`config.mk`:
```
export PLATFORM = sky130hd
export DESIGN_NAME = mpfp_top
export DESIGN_NICKNAME = d
export VERILOG_FILES = /design/src/rtl/mpfp_top.v
export VERILOG_INCLUDE_DIRS = /design/src /design/src/inc
export SDC_FILE = /design/constraint.sdc
export NUM_CORES = 1
export LEC_CHECK = 0
export BUFFER_PORTS_ARGS = -buffer_cell sky130_fd_sc_hd__buf_2
export CORE_AREA = 8 8 88 122
export DETAILED_ROUTE_END_ITERATION = 12
export DIE_AREA = 0 0 96 130
export GPL_TIMING_DRIVEN = 0
export PLACE_DENSITY = 0.77
export SYNTH_ARGS = -nofsm -noshare
export SYNTH_HDL_FRONTEND = slang
export SYNTH_SLANG_ARGS = --single-unit
```
`constraint.sdc`:
```
create_clock -name CLK -period 2.25 [get_ports CLK]
set_input_delay 0 -clock CLK [delete_from_list [all_inputs] [get_ports CLK]]
set_output_delay 0 -clock CLK [all_outputs]
set_load 0.1 [all_outputs]
```
`src/inc/mpfp_defs.vh`:
```
// Constants for the motor PWM fault protection block
`ifndef MPFP_DEFS_VH
`define MPFP_DEFS_VH

// Register byte offsets
`define MPFP_OFS_STOP_CTRL    5'h00
`define MPFP_OFS_STOP_STAT    5'h04
`define MPFP_OFS_DIS_KEY      5'h08
`define MPFP_OFS_OV_CTRL      5'h0C
`define MPFP_OFS_OV_STAT      5'h10

// Stop control fields
`define MPFP_SC_EN_BIT        0
`define MPFP_SC_REL_BIT       1
`define MPFP_SC_MODE_LO       3
`define MPFP_SC_TOOL_BIT      5
`define MPFP_SC_CNT_LO        8

// Over-voltage control fields
`define MPFP_OC_EN_BIT        0
`define MPFP_OC_AUTO_BIT      1
`define MPFP_OC_SEL_BIT       2
`define MPFP_OC_MODE_LO       3
`define MPFP_OC_ADC0_BIT      5
`define MPFP_OC_ADC1_BIT      6
`define MPFP_OC_CNT_LO        8

// Reset values
`define MPFP_RST_STOP_EN      1'b1
`define MPFP_RST_TOOL_EN      1'b1
`define MPFP_RST_STOP_MODE    2'b11
`define MPFP_RST_STOP_CNT     4'h0
`define MPFP_RST_OV_MODE      2'b00
`define MPFP_RST_OV_CNT       4'h0

// Disable key codes
`define MPFP_KEY_FIRST        8'h5A
`define MPFP_KEY_SECOND       8'hA5

// Filter step: one count of a detection field is two to this power clocks
`define MPFP_FILT_SHIFT       4

// Output pattern codes
`define MPFP_MD_UPPER         2'b01
`define MPFP_MD_LOWER         2'b10
`define MPFP_MD_NONE          2'b00

`endif

```
`src/rtl/mpfp_top.v`:
```
// Motor PWM fault protection: emergency stop and over-voltage output override
//
// Function
// (RULE_01) Emergency input filtered for field times sixteen clocks; zero bypasses filter.
// (RULE_02) Tool break enable, set at reset, lets debug stop disable the outputs.
// (RULE_03) Emergency mode: 00/11 all high-Z, 01 upper PWM lower high-Z, 10 reverse.
// (RULE_04) Release write works only when second-stage conduction buffer is all zero.
// (RULE_05) Release bit acts on write of one, zero ignored, always reads zero.
// (RULE_06) Software checks input level reads one before writing release.
// (RULE_07) Emergency enable clears only right after key writes 5A then A5.
// (RULE_08) Emergency protection enable resets to one.
// (RULE_09) Stop status: bit 1 input level, bit 0 protection state.
// (RULE_10) Over-voltage held low for filter time forces fixed outputs, raises interrupt.
// (RULE_11) Over-voltage status bit reads one while protection is in force.
// (RULE_12) Over-voltage release only with input high, at counter equal period or one.
// (RULE_13) Auto-release bit set releases at next period update; clear never releases.
// (RULE_14) Over-voltage enable clears only right after key writes 5A then A5.
// (RULE_15) Over-voltage filter field times sixteen clocks, zero as one, port only.
// (RULE_16) Two enables gate ADC monitor results 1 and 0 as over-voltage sources.
// (RULE_17) Over-voltage mode: 00 none, 01 upper active, 10 lower active, 11 all off.
// (RULE_18) Emergency pattern takes precedence over over-voltage pattern.
// (RULE_19) Source select: zero filtered port input, one unfiltered ADC monitor signal.
// (RULE_20) Emergency assertion disables outputs at once by mode and raises interrupt.
// (RULE_21) Release attempts while emergency input is low are ignored.
// (RULE_22) Each interrupt is one clock pulse on entry to its protection state.
`timescale 1ns/1ps
`default_nettype none
`include "mpfp_defs.vh"

module mpfp_top #(
   parameter CNT_W = 16
) (
   input  wire             CLK,
   input  wire             ARST_N,
   input  wire             CE,
   input  wire [4:0]       AVS_ADDRESS,
   input  wire             AVS_READ,
   input  wire             AVS_WRITE,
   input  wire [31:0]      AVS_WRITEDATA,
   input  wire [3:0]       AVS_BYTEENABLE,
   output reg  [31:0]      AVS_READDATA,
   output wire             AVS_WAITREQUEST,
   input  wire             EMERGENCY_STOP_N,
   input  wire             TOOL_STOP,
   input  wire             OV_INPUT_N,
   input  wire             ADC_MONITOR0,
   input  wire             ADC_MONITOR1,
   input  wire [CNT_W-1:0] PWM_COUNTER,
   input  wire [CNT_W-1:0] PWM_PERIOD,
   input  wire             HALF_CYCLE_INT,
   input  wire             CONDUCTION_ZERO,
   input  wire             POL_HIGH,
   input  wire             POL_LOW,
   input  wire [5:0]       PWM_IN,
   output reg  [5:0]       PHASE_OUT,
   output reg  [5:0]       PHASE_OE,
   output reg              STOP_INTERRUPT,
   output reg              OV_INTERRUPT,
   output reg              STOP_PROTECT_STATE,
   output reg              OV_PROTECT_STATE
);

   localparam KEY_IDLE  = 2'd0;
   localparam KEY_FIRST = 2'd1;
   localparam KEY_ARMED = 2'd2;

   // Control registers
   reg        stop_en_q;
   reg        tool_en_q;
   reg [1:0]  stop_mode_q;
   reg [3:0]  stop_cnt_q;
   reg        ov_en_q;
   reg        ov_auto_q;
   reg        ov_sel_q;
   reg [1:0]  ov_mode_q;
   reg        adc0_en_q;
   reg        adc1_en_q;
   reg [3:0]  ov_cnt_q;
   reg [1:0]  key_q;
   reg        ack_q;

   // Filters and input levels
   reg [8:0]  stop_filt_q;
   reg [8:0]  ov_filt_q;
   reg        stop_lvl_q;
   reg        ov_lvl_q;

   wire       acc     = AVS_READ | AVS_WRITE;
   wire       wr_stb  = AVS_WRITE & ~ack_q & CE;
   wire       wr_sc   = wr_stb & (AVS_ADDRESS == `MPFP_OFS_STOP_CTRL);
   wire       wr_key  = wr_stb & (AVS_ADDRESS == `MPFP_OFS_DIS_KEY) & AVS_BYTEENABLE[0];
   wire       wr_oc   = wr_stb & (AVS_ADDRESS == `MPFP_OFS_OV_CTRL);
   wire       armed   = (key_q == KEY_ARMED);

   // One wait state on every access; the answer comes on the second edge
   assign AVS_WAITREQUEST = acc & ~ack_q;

   // Filter thresholds in clocks
   wire [8:0] stop_thr = {1'b0, stop_cnt_q, 4'h0};
   wire [3:0] ov_cnt_e = (ov_cnt_q == 4'h0) ? 4'h1 : ov_cnt_q;
   wire [8:0] ov_thr   = {1'b0, ov_cnt_e, 4'h0};

   wire       stop_asrt = ~EMERGENCY_STOP_N;
   wire       port_asrt = ~OV_INPUT_N;
   wire [8:0] stop_nxt  = (stop_filt_q == 9'h1FF) ? stop_filt_q : stop_filt_q + 9'h001;
   wire [8:0] ov_nxt    = (ov_filt_q == 9'h1FF) ? ov_filt_q : ov_filt_q + 9'h001;

   // Zero stop field detects on the first low sample; zero over-voltage field counts as one
   wire stop_det = stop_asrt & ((stop_cnt_q == 4'h0) | (stop_nxt >= stop_thr)); // see RULE_01
   wire port_det = port_asrt & (ov_nxt >= ov_thr);                            // see RULE_15
   wire adc_det  = (ADC_MONITOR1 & adc1_en_q) | (ADC_MONITOR0 & adc0_en_q);   // see RULE_16
   wire ov_det   = ov_sel_q ? adc_det : port_det;                             // see RULE_19
   wire ov_asrt  = ov_sel_q ? adc_det : port_asrt;

   wire stop_set = stop_en_q & stop_det & ~STOP_PROTECT_STATE;                // see RULE_20
   wire ov_set   = ov_en_q & ov_det & ~OV_PROTECT_STATE;                      // see RULE_10

   // Release needs a quiet input and an empty conduction buffer
   wire rel_req  = wr_sc & AVS_BYTEENABLE[0] & AVS_WRITEDATA[`MPFP_SC_REL_BIT]; // see RULE_05
   wire stop_rel = rel_req & CONDUCTION_ZERO & ~stop_asrt;             // see RULE_04, see RULE_21

   wire rel_pt   = (PWM_COUNTER == PWM_PERIOD) |
                   (HALF_CYCLE_INT & (PWM_COUNTER == {{(CNT_W-1){1'b0}}, 1'b1})); // see RULE_12
   wire ov_rel   = ov_auto_q & ~ov_asrt & rel_pt;                       // see RULE_13

   // Disabling takes the key sequence; any other write spoils it
   wire stop_en_wd = AVS_WRITEDATA[`MPFP_SC_EN_BIT] | ~armed;           // see RULE_07
   wire ov_en_wd   = AVS_WRITEDATA[`MPFP_OC_EN_BIT] | ~armed;           // see RULE_14

   always @(posedge CLK or negedge ARST_N) begin
      if (!ARST_N) begin
         ack_q <= 1'b0;
      end else if (CE) begin
         ack_q <= acc & ~ack_q;
      end
   end

   always @(posedge CLK or negedge ARST_N) begin
      if (!ARST_N) begin
         stop_en_q   <= `MPFP_RST_STOP_EN;                               // see RULE_08
         tool_en_q   <= `MPFP_RST_TOOL_EN;                               // see RULE_02
         stop_mode_q <= `MPFP_RST_STOP_MODE;
         stop_cnt_q  <= `MPFP_RST_STOP_CNT;
         ov_en_q     <= 1'b0;
         ov_auto_q   <= 1'b0;
         ov_sel_q    <= 1'b0;
         ov_mode_q   <= `MPFP_RST_OV_MODE;
         adc0_en_q   <= 1'b0;
         adc1_en_q   <= 1'b0;
         ov_cnt_q    <= `MPFP_RST_OV_CNT;
         key_q       <= KEY_IDLE;
      end else if (CE) begin
         if (wr_sc && AVS_BYTEENABLE[0]) begin
            stop_en_q   <= stop_en_wd;
            stop_mode_q <= AVS_WRITEDATA[`MPFP_SC_MODE_LO+1:`MPFP_SC_MODE_LO];
            tool_en_q   <= AVS_WRITEDATA[`MPFP_SC_TOOL_BIT];
         end
         if (wr_sc && AVS_BYTEENABLE[1]) begin
            stop_cnt_q <= AVS_WRITEDATA[`MPFP_SC_CNT_LO+3:`MPFP_SC_CNT_LO];
         end
         if (wr_oc && AVS_BYTEENABLE[0]) begin
            ov_en_q   <= ov_en_wd;
            ov_auto_q <= AVS_WRITEDATA[`MPFP_OC_AUTO_BIT];
            ov_sel_q  <= AVS_WRITEDATA[`MPFP_OC_SEL_BIT];
            ov_mode_q <= AVS_WRITEDATA[`MPFP_OC_MODE_LO+1:`MPFP_OC_MODE_LO];
            adc0_en_q <= AVS_WRITEDATA[`MPFP_OC_ADC0_BIT];
            adc1_en_q <= AVS_WRITEDATA[`MPFP_OC_ADC1_BIT];
         end
         if (wr_oc && AVS_BYTEENABLE[1]) begin
            ov_cnt_q <= AVS_WRITEDATA[`MPFP_OC_CNT_LO+3:`MPFP_OC_CNT_LO];
         end
         // Key tracks consecutive writes only
         if (wr_key && AVS_WRITEDATA[7:0] == `MPFP_KEY_FIRST) begin
            key_q <= KEY_FIRST;
         end else if (wr_key && key_q == KEY_FIRST &&
                      AVS_WRITEDATA[7:0] == `MPFP_KEY_SECOND) begin
            key_q <= KEY_ARMED;
         end else if (wr_stb) begin
            key_q <= KEY_IDLE;                                  // see RULE_07, see RULE_14
         end
      end
   end

   // Input filters and level samples
   always @(posedge CLK or negedge ARST_N) begin
      if (!ARST_N) begin
         stop_filt_q <= 9'h000;
         ov_filt_q   <= 9'h000;
         stop_lvl_q  <= 1'b1;
         ov_lvl_q    <= 1'b1;
      end else if (CE) begin
         stop_filt_q <= stop_asrt ? stop_nxt : 9'h000;                    // see RULE_01
         ov_filt_q   <= port_asrt ? ov_nxt : 9'h000;                      // see RULE_15
         stop_lvl_q  <= EMERGENCY_STOP_N;
         ov_lvl_q    <= ~ov_asrt;
      end
   end

   // Protection states; a new event wins over a release in the same cycle
   always @(posedge CLK or negedge ARST_N) begin
      if (!ARST_N) begin
         STOP_PROTECT_STATE <= 1'b0;
         OV_PROTECT_STATE   <= 1'b0;
         STOP_INTERRUPT     <= 1'b0;
         OV_INTERRUPT       <= 1'b0;
      end else if (CE) begin
         if (stop_set) begin
            STOP_PROTECT_STATE <= 1'b1;
         end else if (stop_rel || !stop_en_q) begin
            STOP_PROTECT_STATE <= 1'b0;
         end
         if (ov_set) begin
            OV_PROTECT_STATE <= 1'b1;
         end else if (ov_rel || !ov_en_q) begin
            OV_PROTECT_STATE <= 1'b0;                                   // see RULE_11
         end
         STOP_INTERRUPT <= stop_set;                          // see RULE_22, see RULE_20
         OV_INTERRUPT   <= ov_set;                            // see RULE_22, see RULE_10
      end
   end

   // Output override; PWM_IN[2:0] are upper phases, [5:3] lower
   reg [5:0] out_d;
   reg [5:0] oe_d;
   always @* begin
      out_d = PWM_IN;
      oe_d  = 6'h3F;
      if (OV_PROTECT_STATE) begin                                         // see RULE_17
         case (ov_mode_q)
            `MPFP_MD_NONE: begin
               out_d = PWM_IN;
            end
            `MPFP_MD_UPPER: begin
               out_d = {{3{~POL_LOW}}, {3{POL_HIGH}}};
            end
            `MPFP_MD_LOWER: begin
               out_d = {{3{POL_LOW}}, {3{~POL_HIGH}}};
            end
            default: begin
               out_d = {{3{~POL_LOW}}, {3{~POL_HIGH}}};
            end
         endcase
      end
      // Emergency pattern overrides whatever over-voltage chose
      if (STOP_PROTECT_STATE) begin                             // see RULE_18, see RULE_03
         out_d = PWM_IN;
         case (stop_mode_q)
            `MPFP_MD_UPPER: begin
               oe_d = 6'h07;
            end
            `MPFP_MD_LOWER: begin
               oe_d = 6'h38;
            end
            default: begin
               oe_d = 6'h00;
            end
         endcase
      end
      if (tool_en_q && TOOL_STOP) begin                                   // see RULE_02
         oe_d = 6'h00;
      end
   end

   // Registered outputs add one cycle of latency to every override
   always @(posedge CLK or negedge ARST_N) begin
      if (!ARST_N) begin
         PHASE_OUT <= 6'h00;
         PHASE_OE  <= 6'h00;
      end else if (CE) begin
         PHASE_OUT <= out_d;
         PHASE_OE  <= oe_d;
      end
   end

   // Read mux; key register and release bit read zero
   reg [31:0] rd_d;
   always @* begin
      rd_d = 32'h0000_0000;
      case (AVS_ADDRESS)
         `MPFP_OFS_STOP_CTRL: begin
            rd_d[`MPFP_SC_EN_BIT]                       = stop_en_q;
            rd_d[`MPFP_SC_MODE_LO+1:`MPFP_SC_MODE_LO]   = stop_mode_q;
            rd_d[`MPFP_SC_TOOL_BIT]                     = tool_en_q;
            rd_d[`MPFP_SC_CNT_LO+3:`MPFP_SC_CNT_LO]     = stop_cnt_q;    // see RULE_05
         end
         `MPFP_OFS_STOP_STAT: begin
            rd_d[1:0] = {stop_lvl_q, STOP_PROTECT_STATE};                 // see RULE_09
         end
         `MPFP_OFS_OV_CTRL: begin
            rd_d[`MPFP_OC_EN_BIT]                       = ov_en_q;
            rd_d[`MPFP_OC_AUTO_BIT]                     = ov_auto_q;
            rd_d[`MPFP_OC_SEL_BIT]                      = ov_sel_q;
            rd_d[`MPFP_OC_MODE_LO+1:`MPFP_OC_MODE_LO]   = ov_mode_q;
            rd_d[`MPFP_OC_ADC0_BIT]                     = adc0_en_q;
            rd_d[`MPFP_OC_ADC1_BIT]                     = adc1_en_q;
            rd_d[`MPFP_OC_CNT_LO+3:`MPFP_OC_CNT_LO]     = ov_cnt_q;
         end
         `MPFP_OFS_OV_STAT: begin
            rd_d[1:0] = {ov_lvl_q, OV_PROTECT_STATE};                     // see RULE_11
         end
         default: begin
            rd_d = 32'h0000_0000;
         end
      endcase
   end

   always @(posedge CLK or negedge ARST_N) begin
      if (!ARST_N) begin
         AVS_READDATA <= 32'h0000_0000;
      end else if (CE && AVS_READ && !ack_q) begin
         AVS_READDATA <= rd_d;
      end
   end

endmodule // mpfp_top
`default_nettype wire

```
==> impl_results.md, run 1 <==
* # nets final at 682
* Final Hold Viols at 0
* Initial antenna violation count at 0
* Synth Flop Type: dfrtp_1
* Drt first-iter violations at 237
* Req. time, crit path at 2.53 ns
* Routed Antenna Nets at 0
* FF+latch count, synth at 65
* DRC violations left at 0
* Post-route minimum period at 2.45 ns
* Total CTS buffers at 9
* Mapped Cells at 414
* Critical path arrival at 2.73 ns
* Drt pass-1 iters at 4
* Crit-path cells: and4_4, a31oi_4, and4_4, xor2_2, ha_1, nand4_1, a2111oi_4, a211oi_2, a21oi_2, a21o_1
* Die Ht at 130 um
* Post-DP Area at 4730 sq um
* Layout area overhead at 37.0%
* Buffers on Ports at 95
* Setup violators final at 4
* Via count of the first global-routing pass at 4069
* Lkg Pwr at 2.56 nW
* Share of flip-flops with an asynchronous set or reset at 1.00
* Max VDD drop at 0.540 mV
* Die area at 12500 sq um
* Synth cell types at 64
* Global-route usage over all layers at 0.200
* Placement Setup Slack at -0.472 ns
* Post-Layout Cell Count at 692
* Failing checks: negative setup slack
* PD cells at 708 nW/um^2
* Critical Path Most Common Cell: and4_4
* Max-Cap Viols at 0
* Fin crit share at 1.09
* I/O pin count at 142
* Layout Skew at 0.00507 ns
* Total chip power at 3.89 mW
* Root buffer cell: clkbuf_16
* Vias at 3783
* Design area at 5500 sq um
* Slew Limit Fails at 0
* Largest net degree at the start of global routing at 66
* WHS at 0.0308 ns
* Initial core utilization at 0.452
* Hold Crit Class: primary input to flip-flop
* Setup TNS at -0.450 ns
* Max clock buf depth at 2
* Placed cell count at 636
* Critical path class: flip-flop to flip-flop
* Max Freq at 408 MHz
* Worst-Margin Slew at 0.821 ns
* Clk Latency, worst-skew pair at 0.34 ns
* Warnings from Yosys at 0
* Floorplan core area at 8870 sq um
* Overall routed net length at 11900 um
* Slowest CP cell: dfrtp_2
* Gpl congestion at 0.883
* Grt ovf at 0
* Sequential share of the synthesized area at 0.407
* Clock slew at reported path FFs at 0.06 ns
* Syn_area_per_cell at 9.69 sq um
* CP startpoint kind: flip-flop
* Max incr delay on CP at 0.41 ns
* H-tree depth at 3
* Post-layout util at 0.619
* TritonCTS clock tree: done
* Outcome: finished, violations left
* Die width at 96 um
* First-pass GRT wire length at 19300 um
* Synth Cell Area at 4010 sq um
* Vias per Instance at 5.47
* Fraction of layout cells with a size suffix above 1 at 0.385
* Post-synth EDFFs at 0
* Fillers at 696
* Worst setup EP type: flip-flop
* RSZ-0062 raised after global routing: true
* Routed length per instance at 17.2 um
* DP Wirelength at 8690 um
* Setup ws final at -0.199 ns
* Clk sinks at 65
* CP Max Fanout at 5
* Worst rel slew slack at 0.452
* # rows at 41
[path summary, 6_finish.rpt]
kind                                  startpoint               end  slack [ns]  cells past startpoint
worst max-delay path                ov_filt_q[5]      OV_INTERRUPT       -0.20                     10
worst min-delay path                   TOOL_STOP       PHASE_OE[4]        0.03                      3
worst max register to register      ov_filt_q[5]      OV_INTERRUPT       -0.20                     10
worst min register to register  AVS_READDATA[11]  AVS_READDATA[11]        0.48                      2
max in group asynchronous                 ARST_N      ov_filt_q[5]        1.37                      2
min in group asynchronous                 ARST_N      PHASE_OUT[3]        0.31                      2
[where the power goes]
group | total, mW | switching (mW) | internal, mW
logic | 1.03 | 0.705 | 0.321
clock network | 1.53 | 0.531 | 1.00
registers | 1.33 | 0.0772 | 1.26
[cells by family after synthesis]
logic type	synth area share
other	0.000935
DFF	0.407
xor gates and xnor gates	0.0502
buffers and inverters	0.0839
muxes	0.0717
and+or+nand+nor	0.182
AOI/OAI and AO/OA	0.172
adders and majority gates	0.0312
[cell usage after synthesis (10+ instances only)]
cell type  count  area share
o21ai_0       30       0.037
nand3_1       12       0.015
mux2_2        22       0.062
xnor2_1       21       0.046
nand2_1       34       0.032
nand4_1       10       0.016
dfrtp_1       59        0.37
inv_1         19       0.018
buf_4         28       0.052
ha_1          10       0.031
nor2_1        23       0.022
a21oi_1       14       0.017
[cell type report]
cell class                 count  area (sq um)  area share
antenna                        1          2.50    0.000455
buffer                        40           270      0.0492
clock buffer                  10           239      0.0435
clock inverter                 6          88.8      0.0162
inverter                      19          71.3      0.0130
multi-input combinational    310          2230       0.406
sequential                    65          1640       0.298
tap                          107           134      0.0244
timing repair buffer         134           821       0.149
[critical path, delay by kind of cell, from the launching register on]
family | cells | cell delay [ns]
simple gates | 3 | 0.66
fa+ha+maj | 1 | 0.31
compound gates | 5 | 0.93
flops | 1 | 0.41
xor+xnor | 1 | 0.08
[per-layer routing]
| metal | vias up | track usage | part of all wire |
|---|---|---|---|
| met5 | - | 0 | 0 |
| met2 | 140 | 0.347 | 0.53 |
| li1 | 1790 | - | - |
| met4 | 0 | 0.121 | 0.046 |
| met3 | 40 | 0.0598 | 0.067 |
| met1 | 1813 | 0.204 | 0.36 |
[state kept, by name, indices dropped and copies added, names as in the netlist, 2 cells and up]
name and cells:
stop_mode_q 2, PHASE_OE 2, key_q 2, ov_cnt_q 4, stop_filt_q 9, AVS_READDATA 11, stop_cnt_q 4, ov_mode_q 2
PHASE_OUT 6, ov_filt_q 9
[placed cells by master (no fill, tap or decap), drive strengths merged, types with 5 or more instances in the layout]
master,n
dlygate4sd3,20
xnor2,21
ha,10
buf,145
and3,5
a21oi,15
a31oi,5
nand3,13
o211ai,6
and2,7
clkbuf,19
nand4,12
nand2,35
inv,20
dfstp,6
a22oi,9
o21ai,31
mux2,22
conb,21
dfrtp,59
nor2,23
a22o,7
[repair_timing]
action / 4_1_cts / 5_1_grt
endpoints found under the hold margin: 84 / 0
setup buffers: 16 / 3
gates resized for setup: 13 / 8
pin swaps: 12 / 3
setup endpoints to repair: 4 / 4
hold buffers: 20 / 0
Power figures use the tool's default switching activity.
==> inputs of run 2 (changes only) <==
--- a/config.mk
+++ b/config.mk
@@ -11,7 +11,7 @@
 export DETAILED_ROUTE_END_ITERATION = 12
 export DIE_AREA = 0 0 96 130
 export GPL_TIMING_DRIVEN = 0
-export PLACE_DENSITY = 0.77
+export PLACE_DENSITY = 0.76
 export SYNTH_ARGS = -nofsm -noshare
 export SYNTH_HDL_FRONTEND = slang
 export SYNTH_SLANG_ARGS = --single-unit
==> impl_results.md, run 2 (synthesis gave the netlist of run 1 again) <==
* Initial core utilization at 0.452
* Reg2Reg Depth at 10
* Vias per Instance at 5.59
* Reg2Reg Setup Slack at -0.21 ns
* Worst-Margin Slew at 0.839 ns
* Max VDD drop at 0.447 mV
* Hold Path Sink: stop_en_q
* CP startpoint kind: flip-flop
* Worst setup EP type: flip-flop
* Root buffer cell: clkbuf_16
* Grt ovf at 0
* Post-layout util at 0.631
* RSZ-0062 raised after global routing: true
* Largest net degree at the start of global routing at 66
* Routed Antenna Nets at 0
* Slew Limit Fails at 0
* Global-route usage over all layers at 0.200
* Fin crit share at 1.09
* Critical path arrival at 2.69 ns
* Clk sinks at 65
* Largest reg by FF count: AVS_READDATA
* Final Hold Viols at 0
* Layout Skew at 0.00733 ns
* Overall routed net length at 12300 um
* Fillers at 703
* Floorplan core area at 8870 sq um
* Drt pass-1 iters at 5
* Lkg Pwr at 2.61 nW
* Routed length per instance at 17.5 um
* Via count of the first global-routing pass at 4063
* # nets final at 690
* # rows at 41
* Outcome: finished, violations left
* Vias at 3905
* Commonest non-fill, non-tap cells in the layout: buf_2 (94), buf_4 (56), dfrtp_1 (53)
* WHS at 0.0167 ns
* Max clock buf depth at 2
* Min-delay src: AVS_WRITEDATA[0]
* CP Max Fanout at 4
* H-tree depth at 3
* Post-Layout Cell Count at 699
* Critical path class: flip-flop to flip-flop
* First-pass GRT wire length at 19200 um
* FF-to-FF End: OV_INTERRUPT
* Die width at 96 um
* Ant. Diodes at 0
* Clk Latency, worst-skew pair at 0.34 ns
* Setup ws final at -0.209 ns
* Initial antenna violation count at 0
* Placement Setup Slack at -0.425 ns
* Failing checks: negative setup slack
* Top Registers: AVS_READDATA (11), ov_filt_q (9), stop_filt_q (9)
* Worst rel slew slack at 0.441
* Fraction of layout cells with a size suffix above 1 at 0.405
* Total chip power at 3.82 mW
* Reg2Reg Launch Point: ov_filt_q[1]
* PD cells at 683 nW/um^2
* Clock slew at reported path FFs at 0.06 ns
* DRC violations left at 0
* Placed cell count at 636
* TritonCTS clock tree: done
* Max Freq at 407 MHz
* Max-Cap Viols at 0
* Buffers on Ports at 95
* Total CTS buffers at 9
* Drt first-iter violations at 264
* Max reg flops at 11
* DP Wirelength at 8550 um
* Gpl congestion at 0.836
* Layout area overhead at 39.5%
* Die Ht at 130 um
* Req. time, crit path at 2.48 ns
* Die area at 12500 sq um
* Hold Crit Class: primary input to flip-flop
* Setup violators final at 4
* Commonest non-fill, non-tap cell in the layout: buf_2
* Hold depth at 3
* Post-route minimum period at 2.46 ns
* I/O pin count at 142
==> run 2: cell types whose count changed in the layout (fill, tap and decap cells not counted), moves of 2 or more <==
cell,previous run,this run
nand3_2,2,4
buf_6,1,3
nand3_1,10,8
buf_4,50,56
==> run 2: worst max path at each step <==
stage | cells past startpoint | startpoint | slack [ns] | end
final | 10 | ov_filt_q[1] | -0.21 | OV_INTERRUPT
after global routing | 11 | ov_filt_q[1] | -0.31 | OV_INTERRUPT
after CTS | 11 | ov_filt_q[0] | -0.19 | OV_INTERRUPT
after detailed placement | 11 | ov_filt_q[0] | -0.43 | OV_INTERRUPT
after global placement | 11 | ov_filt_q[0] | -0.38 | OV_INTERRUPT
after floorplan | 11 | ov_filt_q[0] | -0.12 | OV_PROTECT_STATE
==> run 2: through the flow <==
step	area (sq um)	setup TNS, ns
after floorplan	4120	-0.328
after global placement	4730	-1.15
after detailed placement	4730	-1.38
after CTS	5480	-0.549
after global routing	5600	-0.826
final	5600	-0.489
==> run 2: area by class of cell <==
| type | count | area [sq um] | area share |
|---|---|---|---|
| tap | 107 | 134 | 0.0239 |
| clock inverter | 6 | 65.1 | 0.0116 |
| sequential | 65 | 1640 | 0.293 |
| buffer | 40 | 274 | 0.0490 |
| multi-input combinational | 310 | 2290 | 0.409 |
| inverter | 19 | 71.3 | 0.0127 |
| clock buffer | 10 | 239 | 0.0427 |
| timing repair buffer | 142 | 885 | 0.158 |
==> run 2: where the power goes <==
group          switching (mW)  internal [mW]  leakage, nW
registers              0.0823           1.26        0.849
logic                   0.717          0.334         1.61
clock network           0.540          0.889        0.149
==> run 2: timing repair <==
item                       4_1_cts  5_1_grt
setup endpoints to repair        4        5
setup buffers                   23        7
resized for setup               17       17
hold endpoints to repair        83        0
hold buffers                    20        0
gates cloned                     0        0
pin swaps                       12       14
==> run 2: metal layers <==
| metal | wire length, um | global-route usage | vias to the layer above |
|---|---|---|---|
| li1 | - | - | 1803 |
| met1 | 4500 | 0.207 | 1868 |
| met2 | 6350 | 0.335 | 190 |
| met3 | 817 | 0.0546 | 44 |
| met4 | 603 | 0.148 | 0 |
| met5 | 0 | 0 | - |
==> run 2: worst max-delay path: stages, from the launching register on <==
cell     delay [ns]
dfrtp_1        0.42
ha_4           0.18
and2_4         0.16
nand4_4        0.09
nand3_2        0.12
xnor2_1        0.15
ha_1           0.21
or3_1          0.36
o41ai_2        0.38
a21oi_2        0.11
a21o_1         0.17
